--- src/verilog/standby_defs.svh ---
// Constants for the standby mode controller
`ifndef STANDBY_DEFS_SVH
`define STANDBY_DEFS_SVH

// Settle-select register location and reset value
`define OSC_SEL_ADDR 16'hFFFA
`define OSC_SEL_RESET 3'h4
`define OSC_SEL_CODE_W 3

// Settle-select codes
`define CODE_2P12 3'h0
`define CODE_2P15 3'h2
`define CODE_2P17 3'h4

// Settling waits as powers of two of main oscillator cycles
`define SETTLE_EXP_12 12
`define SETTLE_EXP_15 15
`define SETTLE_EXP_17 17
`define SETTLE_CNT_W 18
`define SETTLE_CYC_12 (18'h00001 << `SETTLE_EXP_12)
`define SETTLE_CYC_15_DEF (18'h00001 << `SETTLE_EXP_15)
`define SETTLE_CYC_17_DEF (18'h00001 << `SETTLE_EXP_17)

// Halt release latency loads, in CPU clocks
`define RESUME_CNT_W 4
`define RESUME_VEC_CYC 4'h9
`define RESUME_NEXT_CYC 4'h1

// Interrupt source count (three flag bytes)
`define IRQ_SRC_W 24

`endif

--- src/verilog/standby_pkg.sv ---
// Types shared by the standby mode controller files
`include "standby_defs.svh"

package standby_pkg;

	// Controller states
	typedef enum logic [2:0] {
		ST_RUN,
		ST_HALT,
		ST_STOP,
		ST_SETTLE,
		ST_RESUME
	} state_e;

	// How execution resumes after a release
	typedef enum logic {
		WAKE_NEXT,
		WAKE_VECTOR
	} resume_e;

	// Instruction strobes from the CPU core
	typedef struct packed {
		logic halt_exec;
		logic stop_exec;
		logic flag_access;
	} cpu_cmd_s;

	// Request, mask and enable state from the interrupt logic
	typedef struct packed {
		logic [`IRQ_SRC_W-1:0] req;
		logic [`IRQ_SRC_W-1:0] mask;
		logic global_en;
		logic nmi;
	} irq_in_s;

	// Register access from the CPU data path
	typedef struct packed {
		logic [15:0] addr;
		logic wr;
		logic rd;
		logic [7:0] wdata;
	} reg_req_s;

	// Clocking situation seen by the 16-bit timer
	typedef struct packed {
		logic sub_clk_mode;
		logic main_clk_stopped;
		logic timer_24bit;
	} clk_cfg_s;

	typedef logic [`SETTLE_CNT_W-1:0] settle_len_t;

endpackage : standby_pkg
--- src/verilog/settle_counter.sv ---
// Oscillator settling counter
`timescale 1ns/100ps

module settle_counter (
	// Clock and reset
	input wire logic mclk_i,
	input wire logic rst_i,
	// Control
	input wire logic start_i,
	input wire standby_pkg::settle_len_t len_i,
	input wire logic osc_running_i,
	// Status
	output logic done_o,
	output logic busy_o
);
	import standby_pkg::*;

	settle_len_t count;
	settle_len_t next_count;
	logic next_busy;
	logic next_done;

	// Next count; holds while the oscillator has not restarted
	always_comb begin
		next_count = count;
		next_busy = busy_o;
		next_done = 1'b0;
		if (start_i) begin
			next_count = '0;
			next_busy = 1'b1;
		end else if (busy_o && osc_running_i) begin
			if (count == len_i - settle_len_t'(1)) begin
				next_busy = 1'b0;
				next_done = 1'b1;
			end else begin
				next_count = count + settle_len_t'(1);
			end
		end
	end

	// Counter registers
	always_ff @(posedge mclk_i) begin
		if (rst_i) begin
			count <= '0;
			busy_o <= 1'b0;
			done_o <= 1'b0;
		end else begin
			count <= next_count;
			busy_o <= next_busy;
			done_o <= next_done;
		end
	end

	a_count_waits_osc: assert property (@(posedge mclk_i) disable iff (rst_i)
		(busy_o && !osc_running_i && !start_i) |=> ($stable(count) && !done_o))
		else $error("settle count moved without oscillation");

endmodule : settle_counter

--- src/verilog/standby_mode_controller.sv ---
// Standby controller: halt, stop, settling wait and release sequencing
`timescale 1ns/100ps
`include "standby_defs.svh"

module standby_mode_controller #(
	parameter standby_pkg::settle_len_t SETTLE_CYC_15 = `SETTLE_CYC_15_DEF,
	parameter standby_pkg::settle_len_t SETTLE_CYC_17 = `SETTLE_CYC_17_DEF
) (
	// Clock and reset
	input wire logic mclk_i,
	input wire logic rst_i,
	// Register access
	input wire standby_pkg::reg_req_s reg_i,
	output logic [7:0] reg_rdata_o,
	// CPU core and interrupt logic
	input wire standby_pkg::cpu_cmd_s cmd_i,
	input wire standby_pkg::irq_in_s irq_i,
	input wire standby_pkg::clk_cfg_s clk_cfg_i,
	input wire logic osc_running_i,
	// Clock and hold controls
	output logic cpu_clk_en_o,
	output logic osc_en_o,
	output logic retain_o,
	output logic irq_hold_o,
	output logic timer16_run_o,
	// Release events
	output logic resume_vector_o,
	output logic resume_next_o,
	output logic reset_proc_o
);
	import standby_pkg::*;

	// Settling length for a select code; prohibited codes take the longest wait
	function automatic settle_len_t len_of(input logic [`OSC_SEL_CODE_W-1:0] code,
			input settle_len_t c15, input settle_len_t c17);
		settle_len_t len;
		case (code)
			`CODE_2P12: len = `SETTLE_CYC_12;
			`CODE_2P15: len = c15;
			`CODE_2P17: len = c17;
			default: len = c17;
		endcase
		return len;
	endfunction : len_of

	// Any request whose mask flag is clear
	function automatic logic any_unmasked(input logic [`IRQ_SRC_W-1:0] req,
			input logic [`IRQ_SRC_W-1:0] mask);
		return |(req & ~mask);
	endfunction : any_unmasked

	state_e state;
	state_e next_state;
	resume_e kind;
	resume_e next_kind;
	logic [`RESUME_CNT_W-1:0] resume_cnt;
	logic [`RESUME_CNT_W-1:0] next_resume_cnt;
	settle_len_t settle_len;
	settle_len_t next_settle_len;
	logic settle_start;
	logic next_settle_start;
	logic reset_pend;
	logic next_reset_pend;
	logic [`OSC_SEL_CODE_W-1:0] sel_code;
	logic [`OSC_SEL_CODE_W-1:0] next_sel_code;
	logic [7:0] next_rdata;
	logic next_vec;
	logic next_next;
	logic next_rst_proc;
	logic next_cpu_clk_en;
	logic next_osc_en;
	logic next_retain;
	logic next_timer16;
	logic wake_irq;
	logic settle_done;
	logic settle_busy;

	assign wake_irq = any_unmasked(irq_i.req, irq_i.mask);

	// Settling counter on the main oscillator clock
	settle_counter u_settle (
		.mclk_i(mclk_i),
		.rst_i(rst_i),
		.start_i(settle_start),
		.len_i(settle_len),
		.osc_running_i(osc_running_i),
		.done_o(settle_done),
		.busy_o(settle_busy)
	);

	// Select register write and read-back; upper bits read as zero
	always_comb begin
		next_sel_code = sel_code;
		next_rdata = 8'h00;
		if (reg_i.wr && reg_i.addr == `OSC_SEL_ADDR) begin
			next_sel_code = reg_i.wdata[`OSC_SEL_CODE_W-1:0];
		end
		if (reg_i.rd && reg_i.addr == `OSC_SEL_ADDR) begin
			next_rdata = {5'h00, sel_code};
		end
	end

	// Select register state
	always_ff @(posedge mclk_i) begin
		if (rst_i) begin
			sel_code <= `OSC_SEL_RESET;
			reg_rdata_o <= 8'h00;
		end else begin
			sel_code <= next_sel_code;
			reg_rdata_o <= next_rdata;
		end
	end

	// Standby sequencing: next state and release events
	always_comb begin
		next_state = state;
		next_kind = kind;
		next_resume_cnt = resume_cnt;
		next_settle_len = settle_len;
		next_settle_start = 1'b0;
		next_reset_pend = reset_pend;
		next_vec = 1'b0;
		next_next = 1'b0;
		next_rst_proc = 1'b0;
		case (state)
			ST_RUN: begin
				if (cmd_i.stop_exec) begin
					next_settle_len = len_of(sel_code, SETTLE_CYC_15, SETTLE_CYC_17);
					if (wake_irq) begin
						next_state = ST_SETTLE;
						next_settle_start = 1'b1;
					end else begin
						next_state = ST_STOP;
					end
				end else if (cmd_i.halt_exec) begin
					next_state = ST_HALT;
				end
			end
			ST_HALT: begin
				if (irq_i.nmi) begin
					next_state = ST_RESUME;
					next_kind = WAKE_VECTOR;
					next_resume_cnt = `RESUME_VEC_CYC;
				end else if (wake_irq) begin
					next_state = ST_RESUME;
					if (irq_i.global_en) begin
						next_kind = WAKE_VECTOR;
						next_resume_cnt = `RESUME_VEC_CYC;
					end else begin
						next_kind = WAKE_NEXT;
						next_resume_cnt = `RESUME_NEXT_CYC;
					end
				end
			end
			ST_STOP: begin
				if (wake_irq) begin
					next_state = ST_SETTLE;
					next_settle_start = 1'b1;
				end
			end
			ST_SETTLE: begin
				if (settle_done) begin
					next_state = ST_RUN;
					if (reset_pend) begin
						next_reset_pend = 1'b0;
						next_rst_proc = 1'b1;
					end else if (irq_i.global_en) begin
						next_vec = 1'b1;
					end else begin
						next_next = 1'b1;
					end
				end
			end
			ST_RESUME: begin
				if (resume_cnt == `RESUME_NEXT_CYC) begin
					next_state = ST_RUN;
					next_vec = (kind == WAKE_VECTOR);
					next_next = (kind == WAKE_NEXT);
				end else begin
					next_resume_cnt = resume_cnt - `RESUME_NEXT_CYC;
				end
			end
			default: begin
				next_state = ST_RUN;
			end
		endcase
	end

	// Clock and hold controls from the next state
	always_comb begin
		next_cpu_clk_en = (next_state == ST_RUN);
		next_osc_en = (next_state != ST_STOP);
		next_retain = (next_state != ST_RUN);
		if (next_state == ST_STOP) begin
			next_timer16 = 1'b0;
		end else if (next_state == ST_HALT && clk_cfg_i.sub_clk_mode
				&& clk_cfg_i.main_clk_stopped) begin
			next_timer16 = clk_cfg_i.timer_24bit;
		end else begin
			next_timer16 = 1'b1;
		end
	end

	// Sequencer registers
	always_ff @(posedge mclk_i) begin
		if (rst_i) begin
			// reset leaves any standby for the reset wait
			state <= ST_SETTLE;
			kind <= WAKE_NEXT;
			resume_cnt <= '0;
			// post-reset wait is the middle length
			settle_len <= SETTLE_CYC_15;
			settle_start <= 1'b1;
			reset_pend <= 1'b1;
			cpu_clk_en_o <= 1'b0;
			osc_en_o <= 1'b1;
			retain_o <= 1'b1;
			irq_hold_o <= 1'b0;
			timer16_run_o <= 1'b1;
			resume_vector_o <= 1'b0;
			resume_next_o <= 1'b0;
			reset_proc_o <= 1'b0;
		end else begin
			state <= next_state;
			kind <= next_kind;
			resume_cnt <= next_resume_cnt;
			settle_len <= next_settle_len;
			settle_start <= next_settle_start;
			reset_pend <= next_reset_pend;
			cpu_clk_en_o <= next_cpu_clk_en;
			osc_en_o <= next_osc_en;
			retain_o <= next_retain;
			irq_hold_o <= cmd_i.flag_access;
			timer16_run_o <= next_timer16;
			resume_vector_o <= next_vec;
			resume_next_o <= next_next;
			reset_proc_o <= next_rst_proc;
		end
	end

	// Checks on the sequencing

	a_hold_follows_access: assert property (@(posedge mclk_i) disable iff (rst_i)
		cmd_i.flag_access |=> irq_hold_o)
		else $error("interrupt hold missing during flag access");

	a_halt_gates_clock: assert property (@(posedge mclk_i) disable iff (rst_i)
		(state == ST_RUN && cmd_i.halt_exec && !cmd_i.stop_exec)
		|=> (!cpu_clk_en_o && osc_en_o && retain_o))
		else $error("halt did not gate the CPU clock");

	a_stop_kills_osc: assert property (@(posedge mclk_i) disable iff (rst_i)
		(state == ST_RUN && cmd_i.stop_exec && !wake_irq) |=> (!osc_en_o && !timer16_run_o))
		else $error("stop left the oscillator running");

	a_short_code_len: assert property (@(posedge mclk_i) disable iff (rst_i)
		(state == ST_RUN && cmd_i.stop_exec && sel_code == `CODE_2P12)
		|=> (settle_len == `SETTLE_CYC_12))
		else $error("code 000 did not select the short wait");

	a_reset_wait_len: assert property (@(posedge mclk_i)
		$fell(rst_i) |-> (settle_len == SETTLE_CYC_15 && sel_code == `OSC_SEL_RESET
		&& state == ST_SETTLE))
		else $error("reset wait length or select value wrong");

	a_masked_keeps_halt: assert property (@(posedge mclk_i) disable iff (rst_i)
		(state == ST_HALT && !wake_irq && !irq_i.nmi) |=> (state == ST_HALT && !cpu_clk_en_o))
		else $error("masked request released halt");

	a_vector_latency: assert property (@(posedge mclk_i) disable iff (rst_i)
		(state == ST_HALT && wake_irq && irq_i.global_en)
		|=> (!resume_vector_o && !cpu_clk_en_o) [*8] ##1 (!resume_vector_o && !cpu_clk_en_o)
		##1 (resume_vector_o && cpu_clk_en_o))
		else $error("vectored halt release not in ten clocks");

	a_next_latency: assert property (@(posedge mclk_i) disable iff (rst_i)
		(state == ST_HALT && wake_irq && !irq_i.global_en && !irq_i.nmi)
		|-> ##1 !cpu_clk_en_o ##1 (resume_next_o && cpu_clk_en_o && !resume_vector_o))
		else $error("plain halt release not in two clocks");

	a_nmi_vectors: assert property (@(posedge mclk_i) disable iff (rst_i)
		(state == ST_HALT && irq_i.nmi) |-> ##10 (resume_vector_o && !resume_next_o))
		else $error("non-maskable request did not vector");

	a_stop_pending: assert property (@(posedge mclk_i) disable iff (rst_i)
		(state == ST_RUN && cmd_i.stop_exec && wake_irq)
		|=> (state == ST_SETTLE && osc_en_o && !cpu_clk_en_o))
		else $error("stop with pending request did not settle in halt");

	a_settle_before_run: assert property (@(posedge mclk_i) disable iff (rst_i)
		(state == ST_SETTLE && !settle_done) |=> !cpu_clk_en_o)
		else $error("CPU clock resumed before settling ended");

endmodule : standby_mode_controller

--- config.mk ---
export PLATFORM = sky130hd
export DESIGN_NAME = standby_mode_controller
export DESIGN_NICKNAME = d
export VERILOG_FILES = /design/src/verilog/standby_pkg.sv /design/src/verilog/settle_counter.sv /design/src/verilog/standby_mode_controller.sv
export VERILOG_INCLUDE_DIRS = /design/src /design/src/verilog
export SDC_FILE = /design/constraint.sdc
export NUM_CORES = 1
export LEC_CHECK = 0
export BUFFER_PORTS_ARGS = -buffer_cell sky130_fd_sc_hd__buf_2
export CAP_MARGIN = 30
export CORE_AREA = 2 2 72 74
export DETAILED_ROUTE_END_ITERATION = 12
export DIE_AREA = 0 0 74 76
export PLACE_DENSITY = 0.82
export REMOVE_ABC_BUFFERS = 1
export SYNTH_ARGS = -nofsm -noshare
export SYNTH_HDL_FRONTEND = slang
export SYNTH_SLANG_ARGS = --single-unit
--- constraint.sdc ---
create_clock -name mclk_i -period 5.2 [get_ports mclk_i]
set_input_delay 0.52 -clock mclk_i [delete_from_list [all_inputs] [get_ports mclk_i]]
set_output_delay 0.52 -clock mclk_i [all_outputs]
set_load 0.03 [all_outputs]
==> flow_metrics.py, run 1 <==
metrics = {
    "status": {
        "status": "completed",
    },
    "sta": {
        "setup_viol": 0,
        "finalCritPeriodShare_pct": 45.47,
        "slew_viol_final": 0,
        "hold_violations": 0,
        "rsz0062_at_grt": "false",
        "tns_ps": 0,
        "fmax_ghz": 0.4229,
        "timing.final.crit_period_ps": 2365,
        "skew_ps": 7.611,
    },
    "worst_hold_path": {
        "min_from": "cmd_i[0]",
        "hold_depth": 2,
        "whs_endpoint": "irq_hold_o",
        "hold_class": "input pin to flop",
    },
    "placement": {
        "dp.cells": 429,
        "place_hpwl_um": 3700,
        "io_buffers": 90,
        "place.gp.congestion": 0.7926,
    },
    "cts": {
        "clk_latency_ps": 300,
        "ctsHoldBuffers": 0,
        "cts_buffers": 5,
        "tritoncts": "built",
        "path_clk_slew_ps": 80,
        "cts.repair.resized": 0,
        "cts_buffer_depth": 2,
        "htree_num_levels": 2,
        "clock-root-buffer": "clkbuf_8",
        "numClockSinks": 47,
        "cts_setup_buffers": 0,
    },
    "grt": {
        "grt_overflow": 0,
        "grt_pass1_wl_um": 8135,
        "grt_start_max_net_pins": 28,
        "grt_usage_pct": 17.78,
        "grt_pass1_vias": 2040,
        "antenna_found_initial": 0,
    },
    "yosys": {
        "syn_avg_cell_area_sq_um": 8.380,
        "synthTopCellsByCount": "dfxtp_1 (47), nor2_1 (39), nand2_1 (21), inv_1 (17), nor2b_1 (17)",
        "synth-async-reset-ratio_pct": 0,
        "netlist_top_cells_area": "dfxtp_1 (40%), nor2_1 (6.2%), xor2_1 (5.2%)",
        "synth_top_cell_by_area": "dfxtp_1",
        "ys_seq_area_share_pct": 39.96,
        "ys.warnings.count": 0,
        "synth_edf_count": 0,
        "synth_top_area_share_pct": 39.96,
        "ys_types": 50,
        "ys.flop_type": "dfxtp_1",
        "synthCells": 281,
        "ys_ff_latch": 47,
        "yosysMostFrequentCell": "dfxtp_1",
        "syn_area_sq_um": 2355,
    },
    "worst_setup_path": {
        "r2r_slack_ps": 2850,
        "crit_path_end_kind": "flop",
        "reg2reg_from": "settle_len[12]",
        "timing_worst_setup_path_type": "input pin to flop",
        "worst-path-max-fanout": 4,
        "critPathArrivalTime_ps": 2550,
        "critPathRequiredTime_ps": 5380,
        "reg2reg_to": "u_settle.count[16]",
        "reg2regPathDepth": 9,
        "cp-start-kind": "input pin",
    },
    "drt": {
        "wl_per_cell_um": 10.80,
        "drc": 0,
        "wl_met3_um": 231,
        "drtAntennaViolNets": 0,
        "vias": 2144,
        "highest_layer": "met4",
        "first_pass_iters": 4,
        "drt_iter0_drc": 45,
        "wirelength_um": 4709,
        "wl_met1_um": 2024,
        "vias_per_cell": 4.917,
        "route.met2.wl_um": 2425,
    },
    "final_layout": {
        "nNetsFinal": 455,
        "drive_gt1_share_pct": 28.96,
        "area_growth_pct": 24.18,
        "instances_no_fill": 436,
        "insertedDiodeCount": 0,
    },
    "die": {
        "start_util_pct": 47.94,
        "row_count": 26,
        "io_pins": 101,
        "fp.dieH_um": 76,
        "dieArea_sq_um": 5624,
        "die_x_um": 74,
        "core_region_area_sq_um": 4912,
    },
    "power_and_ir_drop": {
        "powerDensity_nw_per_um2": 230.5,
        "irDropWorstVdd_uv": 146.1,
        "p_leak_nw": 1.317,
    },
    "flow_run": {
        "drv_cap": 0,
    },
}
[placed cells by master, fill, tap and decap left out, drive strengths merged, types with 2 or more instances in the layout]
master   netlist  final
buf            7     90
nor3           8      8
xnor2          6      6
and2           5      5
ha             4      4
and3           8      8
mux2i          7      7
o21bai         3      3
a211oi         5      5
dfxtp         47     47
nand2         21     21
inv           18     18
or3            3      3
nor2          39     39
o21ai          3      3
clkbuf         9      6
o22ai          5      5
a21oi          8      8
and4           3      3
a2111oi        4      4
nand4          9      9
xor2          14     14
nor2b         17     17
or4            2      2
conb           1      5
nor3b          2      2
nand3          6      6
or2            4      4
[layout make-up]
type	count	area, sq um
Sequential cell	47	940.9
Tap cell	70	87.58
Multi-Input combinational cell	204	1275
Clock buffer	6	72.57
Fill cell	436	1988
Inverter	18	67.56
Clock inverter	1	30.03
Timing Repair Buffer	90	450.4
[state kept, by name, indices dropped and copies added (netlist names)]
register and flops:
u_settle.count 18, resume_cnt 4, reg_rdata_o 3, sel_code 3, settle_len 3, state 3, cpu_clk_en_o 1, irq_hold_o 1
kind 1, osc_en_o 1, reset_pend 1, reset_proc_o 1, resume_next_o 1, resume_vector_o 1, retain_o 1, settle_start 1
timer16_run_o 1, u_settle.busy_o 1, u_settle.done_o 1
[kinds of logic after synthesis]
logic type	synth area share, %
DFF	39.96
buffers and inverters	6.535
muxes	2.976
xor gates and xnor gates	7.439
AOI/OAI and AO/OA	10.68
other	0.1593
adders and majority gates	2.125
and+or+nand+nor	30.13
[worst max path at each step]
stage              startpoint                  to  slack, ps
6_report            irq_i[43]       timer16_run_o       2840
5_1_grt        settle_len[12]  u_settle.count[16]       2600
4_1_cts             irq_i[43]       timer16_run_o       2800
3_5_place_dp        irq_i[43]       timer16_run_o       2480
3_3_place_gp        irq_i[32]       timer16_run_o       2480
2_1_floorplan       irq_i[33]       timer16_run_o       2930
[where the power goes]
part	total [mW]	switching [mW]	internal, mW
sequential	0.362	0.000872	0.361
combinational	0.0563	0.0260	0.0304
clock	0.256	0.115	0.141
total	0.674	0.142	0.533
[through the flow]
| step | hold slack (ps) | power, mW | util [%] | area [sq um] | setup WS (ps) |
|---|---|---|---|---|---|
| 6_report | 443.9 | 0.6741 | 59.53 | 2924 | 2835 |
| 5_1_grt | 455.6 | 0.6988 | 59.53 | 2924 | 2600 |
| 4_1_cts | 452.4 | 0.6787 | 59.53 | 2924 | 2799 |
| 3_5_place_dp | 453.0 | 0.4274 | 57.44 | 2821 | 2484 |
| 3_3_place_gp | 448.5 | 0.4260 | 57.44 | 2821 | 2484 |
| 2_1_floorplan | 429.3 | 0.3922 | - | 2283 | 2934 |
[critical path, cell delays in order]
cell	delay, ps
buf_2	90
nor2b_1	110
a2111oi_0	440
nand4_1	210
nor2_1	230
mux2i_1	420
mux2i_1	130
or4_1	400
[metal layers]
layer  vias to the layer above  GRT usage (%)
li1                       1112              -
met1                       980          19.87
met2                        48          31.52
met3                         4          5.688
met4                         0          5.091
met5                         -              0
No activity file was read; power rests on OpenSTA's default activity.
==> run 2, diff against run 1 <==
Settings changed: CORE_AREA 2 2 72 74 to 2 2 74 76, DIE_AREA 0 0 74 76 to 0 0 76 78, PLACE_DENSITY 0.82 to 0.78.
Clock period 5.2 ns to 2.5 ns, I/O delays scaled along.
==> flow_metrics.py, run 2 (synthesis gave the netlist of run 1 again) <==
metrics = {
    "worst_setup_path": {
        "path_common_cell": "xnor2_1",
        "crit_path_max_incr_delay_ps": 340,
        "crit_chain": "inv_1, ha_1, xnor2_1, a211oi_2, a31oi_2, nor2b_1, buf_4, and3_1, xnor2_1, nor2_1",
        "cp.buffers_inverters": 2,
        "r2r_slack_ps": 270,
        "timing_worst_setup_path_type": "flop to flop",
        "cp-start-kind": "flop",
        "critPathRequiredTime_ps": 2690,
        "critPathArrivalTime_ps": 2420,
        "cpLargestDelayFamily": "simple AND/OR/NAND/NOR gates",
        "crit_path_end_kind": "flop",
        "worst-path-max-fanout": 5,
        "cpMaxStageDelayCell": "dfxtp_1",
    },
    "cts": {
        "htree_num_levels": 2,
        "ctsHoldBuffers": 0,
        "numClockSinks": 47,
        "cts_buffer_depth": 2,
        "clock-root-buffer": "clkbuf_8",
        "cts_setup_buffers": 0,
        "path_clk_slew_ps": 80,
        "tritoncts": "built",
        "cts_buffers": 5,
        "cts.repair.resized": 0,
        "clk_latency_ps": 300,
    },
    "sta": {
        "timing.final.crit_period_ps": 2232,
        "slew_viol_final": 0,
        "setup_viol": 0,
        "hold_violations": 0,
        "tns_ps": 0,
        "rsz0062_at_grt": "false",
        "fmax_ghz": 0.4479,
        "skew_ps": 5.007,
        "finalCritPeriodShare_pct": 89.30,
    },
    "worst_hold_path": {
        "hold_class": "input pin to flop",
    },
    "die": {
        "io_pins": 101,
        "row_count": 26,
        "die_x_um": 76,
        "fp.dieH_um": 78,
        "core_region_area_sq_um": 5042,
        "dieArea_sq_um": 5928,
        "start_util_pct": 46.70,
    },
    "power_and_ir_drop": {
        "intPower_mw": 1.107,
        "clkPwrFrac_pct": 38.2,
        "irDropWorstVdd_uv": 307.7,
        "power.total_mw": 1.409,
        "switchingPower_mw": 0.3028,
        "pwr-share-comb_pct": 8.4,
        "swShare_pct": 21.48,
        "pwr-share-seq_pct": 53.4,
        "powerDensity_nw_per_um2": 478.9,
        "p_leak_nw": 1.327,
    },
    "grt": {
        "grt_start_max_net_pins": 28,
        "grt_usage_pct": 17.88,
        "grt_use_met2_pct": 32.59,
        "use_met1_pct": 20.20,
        "grt_pass1_wl_um": 8694,
        "use_met3_pct": 4.767,
        "top_usage_layer": "met2",
        "grt_overflow": 0,
        "grt_pass1_vias": 2103,
        "antenna_found_initial": 0,
    },
    "final_layout": {
        "stdcell_area_sq_um": 2943,
        "final_cell_mix": "buf_2 (90), dfxtp_1 (47), nor2_1 (39)",
        "largest_reg_flops": 18,
        "nNetsFinal": 457,
        "mostFrequentLayoutCell": "buf_2",
        "drive_gt1_share_pct": 29.62,
        "area_growth_pct": 24.97,
        "insertedDiodeCount": 0,
        "top_regs": "u_settle.count: 18 flops, resume_cnt: 4 flops",
        "top_register": "u_settle.count",
    },
    "drt": {
        "wl_per_cell_um": 11.52,
        "first_pass_iters": 5,
        "wirelength_um": 5047,
        "vias": 2099,
        "drtAntennaViolNets": 0,
        "drt_iter0_drc": 60,
        "drc": 0,
        "vias_per_cell": 4.792,
    },
    "placement": {
        "place_hpwl_um": 4000,
        "io_buffers": 90,
        "place.gp.congestion": 0.8018,
        "place_area_sq_um": 2836,
    },
    "flow_run": {
        "drv_cap": 0,
    },
    "status": {
        "status": "completed",
    },
}
==> run 2: cell type report <==
type	instances	area [sq um]
clock buffer	5	68.82
clock inverter	2	37.54
timing repair buffer	92	465.4
tap	70	87.58
fill	467	2100
inverter	18	67.56
multi-input combinational	204	1275
sequential	47	940.9
==> run 2: worst paths after layout <==
check	from	end	depth (start not counted)
worst max-delay path	settle_len[12]	u_settle.count[8]	10
worst min-delay path	cmd_i[0]	irq_hold_o	2
worst max register to register	settle_len[12]	u_settle.count[8]	10
worst min register to register	settle_start	u_settle.busy_o	2
==> run 2: power by group through the flow <==
stage | combinational, mW | sequential (mW) | clock, mW
detailed placement | 0.118 | 0.771 | 0
global route | 0.133 | 0.754 | 0.589
floorplan | 0.0434 | 0.772 | 0
global placement | 0.116 | 0.771 | 0
CTS | 0.119 | 0.753 | 0.555
finish | 0.118 | 0.753 | 0.538
==> run 2: through the flow <==
stage / hold WS, ps / cells / util, % / worst slack [ps]
4_1_cts: 147.2 / 438 / 58.36 / 233.3
5_1_grt: 147.3 / 438 / 58.36 / 80.49
2_1_floorplan: 319.1 / 269 / - / 482.4
3_5_place_dp: 453.8 / 431 / 56.25 / 114.3
6_report: 154.6 / 438 / 58.36 / 267.6
3_3_place_gp: 437.7 / 431 / 56.25 / 102.2
==> run 2: metal layers <==
metal | up-vias | routed length, um
li1 | 1120 | -
met1 | 941 | 2184
met2 | 31 | 2617
met3 | 7 | 172
met4 | 0 | 73
met5 | - | 0
==> run 3, diff against run 2 <==
Settings changed: ABC_AREA set to 1, CORE_AREA 2 2 74 76 to 5 5 80 82, DIE_AREA 0 0 76 78 to 0 0 85 87, PLACE_DENSITY 0.78 to 0.79.
==> flow_metrics.py, run 3 <==
metrics = {
    "status": {
        "status": "completed",
    },
    "power_and_ir_drop": {
        "intPower_mw": 1.224,
        "clkPwrFrac_pct": 24.3,
        "power.total_mw": 1.852,
        "pwr-share-comb_pct": 29.1,
        "switchingPower_mw": 0.6282,
        "swShare_pct": 33.92,
        "pwr-share-seq_pct": 46.6,
        "p_leak_nw": 1.537,
        "irDropWorstVdd_uv": 562.1,
        "powerDensity_nw_per_um2": 570.3,
    },
    "yosys": {
        "synth_edf_count": 0,
        "yosysMostFrequentCell": "nand2_1",
        "netlist_top_cells_area": "dfxtp_1 (35%), nand2_1 (14%), inv_1 (9.3%)",
        "ys.flop_type": "dfxtp_1",
        "synth-async-reset-ratio_pct": 0,
        "ys.warnings.count": 0,
        "syn_avg_cell_area_sq_um": 6.452,
        "synth_top_area_share_pct": 35.22,
        "synthTopCellsByCount": "nand2_1 (98), inv_1 (66), nor2_1 (54), dfxtp_1 (47), nand3_1 (33)",
        "ys_types": 29,
        "syn_area_sq_um": 2671,
        "synth_top_cell_by_area": "dfxtp_1",
        "synthCells": 414,
        "ys_seq_area_share_pct": 35.22,
        "ys_ff_latch": 47,
    },
    "drt": {
        "wl_per_cell_um": 10.79,
        "wirelength_um": 6234,
        "vias_per_cell": 4.751,
        "vias": 2746,
        "first_pass_iters": 4,
        "drtAntennaViolNets": 0,
        "drc": 0,
        "drt_iter0_drc": 129,
    },
    "grt": {
        "grt_overflow": 0,
        "use_met1_pct": 19.53,
        "use_met3_pct": 4.068,
        "grt_usage_pct": 17.75,
        "top_usage_layer": "met2",
        "grt_pass1_vias": 2727,
        "grt_use_met2_pct": 34.32,
        "antenna_found_initial": 0,
        "grt_pass1_wl_um": 11090,
        "grt_start_max_net_pins": 21,
    },
    "cts": {
        "clk_latency_ps": 290,
        "cts_setup_buffers": 0,
        "cts_buffers": 5,
        "clock-root-buffer": "clkbuf_8",
        "htree_num_levels": 2,
        "path_clk_slew_ps": 80,
        "ctsHoldBuffers": 0,
        "cts.repair.resized": 0,
        "cts_buffer_depth": 2,
        "numClockSinks": 47,
        "tritoncts": "built",
    },
    "final_layout": {
        "top_regs": "u_settle.count: 18 flops, resume_cnt: 4 flops",
        "largest_reg_flops": 18,
        "insertedDiodeCount": 0,
        "drive_gt1_share_pct": 20.87,
        "top_register": "u_settle.count",
        "mostFrequentLayoutCell": "nand2_1",
        "area_growth_pct": 21.59,
        "fin_util_pct": 57.23,
        "nNetsFinal": 592,
        "final_cell_mix": "nand2_1 (98), buf_2 (90), inv_1 (66)",
    },
    "die": {
        "io_pins": 101,
        "die_x_um": 85,
        "row_count": 28,
        "core_region_area_sq_um": 5675,
        "dieArea_sq_um": 7395,
        "start_util_pct": 47.07,
        "fp.dieH_um": 87,
    },
    "sta": {
        "rsz0062_at_grt": "false",
        "tns_ps": 0,
        "timing.final.crit_period_ps": 2100,
        "slew_viol_final": 0,
        "worst_pin_slew_ps": 661.7,
        "skew_ps": 5.685,
        "finalCritPeriodShare_pct": 84.00,
        "max_slew_margin_pct": 55.84,
        "fmax_ghz": 0.4762,
        "setup_viol": 0,
        "hold_violations": 0,
    },
    "worst_setup_path": {
        "reg2regPathDepth": 9,
        "cp.buffers_inverters": 0,
        "worst-path-max-fanout": 17,
        "cp-start-kind": "flop",
        "crit_chain": "ha_1, nand3_2, nor2_2, nand2_1, nor2_2, nand4_2, nand2_4, nand2_1, a21oi_1",
        "critPathArrivalTime_ps": 2310,
        "timing_worst_setup_path_type": "flop to flop",
        "reg2reg_from": "u_settle.count[0]",
        "cpMaxStageDelayCell": "dfxtp_1",
        "critPathRequiredTime_ps": 2710,
        "crit_path_max_incr_delay_ps": 410,
        "cpLargestDelayFamily": "simple AND/OR/NAND/NOR gates",
        "crit_path_end_kind": "flop",
        "worstSetupStartpoint": "u_settle.count[0]",
        "reg2reg_to": "u_settle.count[12]",
        "r2r_slack_ps": 400,
    },
    "worst_hold_path": {
        "hold_class": "input pin to flop",
        "whs_endpoint": "irq_hold_o",
        "min_from": "cmd_i[0]",
        "hold_depth": 3,
    },
    "placement": {
        "io_buffers": 90,
        "place_hpwl_um": 4993,
        "place.gp.congestion": 0.9495,
    },
    "flow_run": {
        "drv_cap": 0,
    },
}
run 3: cell types whose count changed in the layout (fill, tap and decap cells not counted), moves of 8 or more:
cell | before | now
nand2_1 | 21 | 98
inv_1 | 17 | 66
nand3_1 | 4 | 33
a21oi_1 | 8 | 26
nor2b_1 | 17 | 0
nor2_1 | 39 | 54
nand4_1 | 8 | 17
and3_1 | 8 | 0
run 3: layer usage:
metal	vias up	wire (um)
li1	1477	-
met1	1199	2576
met2	64	3291
met3	6	311
met4	0	54
met5	-	0
run 3: kinds of logic after synthesis:
family | share of synthesized area (%)
AND/OR/NAND/NOR | 37.99
buffers and inverters | 12.32
other | 0.1404
XOR/XNOR | 5.246
flip-flops | 35.22
adder cells (fa/ha/maj) | 1.874
AO/OA/AOI/OAI | 7.213
run 3: stage by stage:
stage / std cells / setup WS, ps / hold WS [ps] / cell area [sq um]
2_1_floorplan: 405 / 613.5 / 319.1 / 2609
3_3_place_gp: 571 / 480.0 / 435.7 / 3161
3_5_place_dp: 571 / 416.4 / 442.9 / 3161
4_1_cts: 578 / 394.3 / 145.4 / 3248
5_1_grt: 578 / 182.0 / 153.5 / 3248
6_report: 578 / 400.1 / 161.7 / 3248
run 3: tightest hold or removal path, cell delays in order:
cell    delay, ps
buf_2          90
inv_1          40
nor2_1         30
run 3: power groups by stage:
stage	Sequential [mW]	Clock [mW]	Combinational (mW)
3_5_place_dp	0.881	0	0.536
5_1_grt	0.871	0.509	0.611
4_1_cts	0.863	0.473	0.539
3_3_place_gp	0.876	0	0.524
6_report	0.863	0.450	0.539
2_1_floorplan	0.912	0	0.338
run 3: area by class of cell:
cell class | count | area [sq um]
repair buffers | 91 | 457.9
inverters | 67 | 251.5
clock inverters | 1 | 5.005
clock buffers | 6 | 82.58
flip-flops and latches | 47 | 940.9
fillers | 558 | 2427
well taps | 75 | 93.84
multi-input cells | 291 | 1416
run 3: worst max path at each step:
stage | end | cells after the start
2_1_floorplan | u_settle.count[12] | 9
3_3_place_gp | u_settle.count[13] | 9
3_5_place_dp | u_settle.count[7] | 9
4_1_cts | u_settle.count[12] | 9
5_1_grt | u_settle.count[12] | 9
6_report | u_settle.count[12] | 9
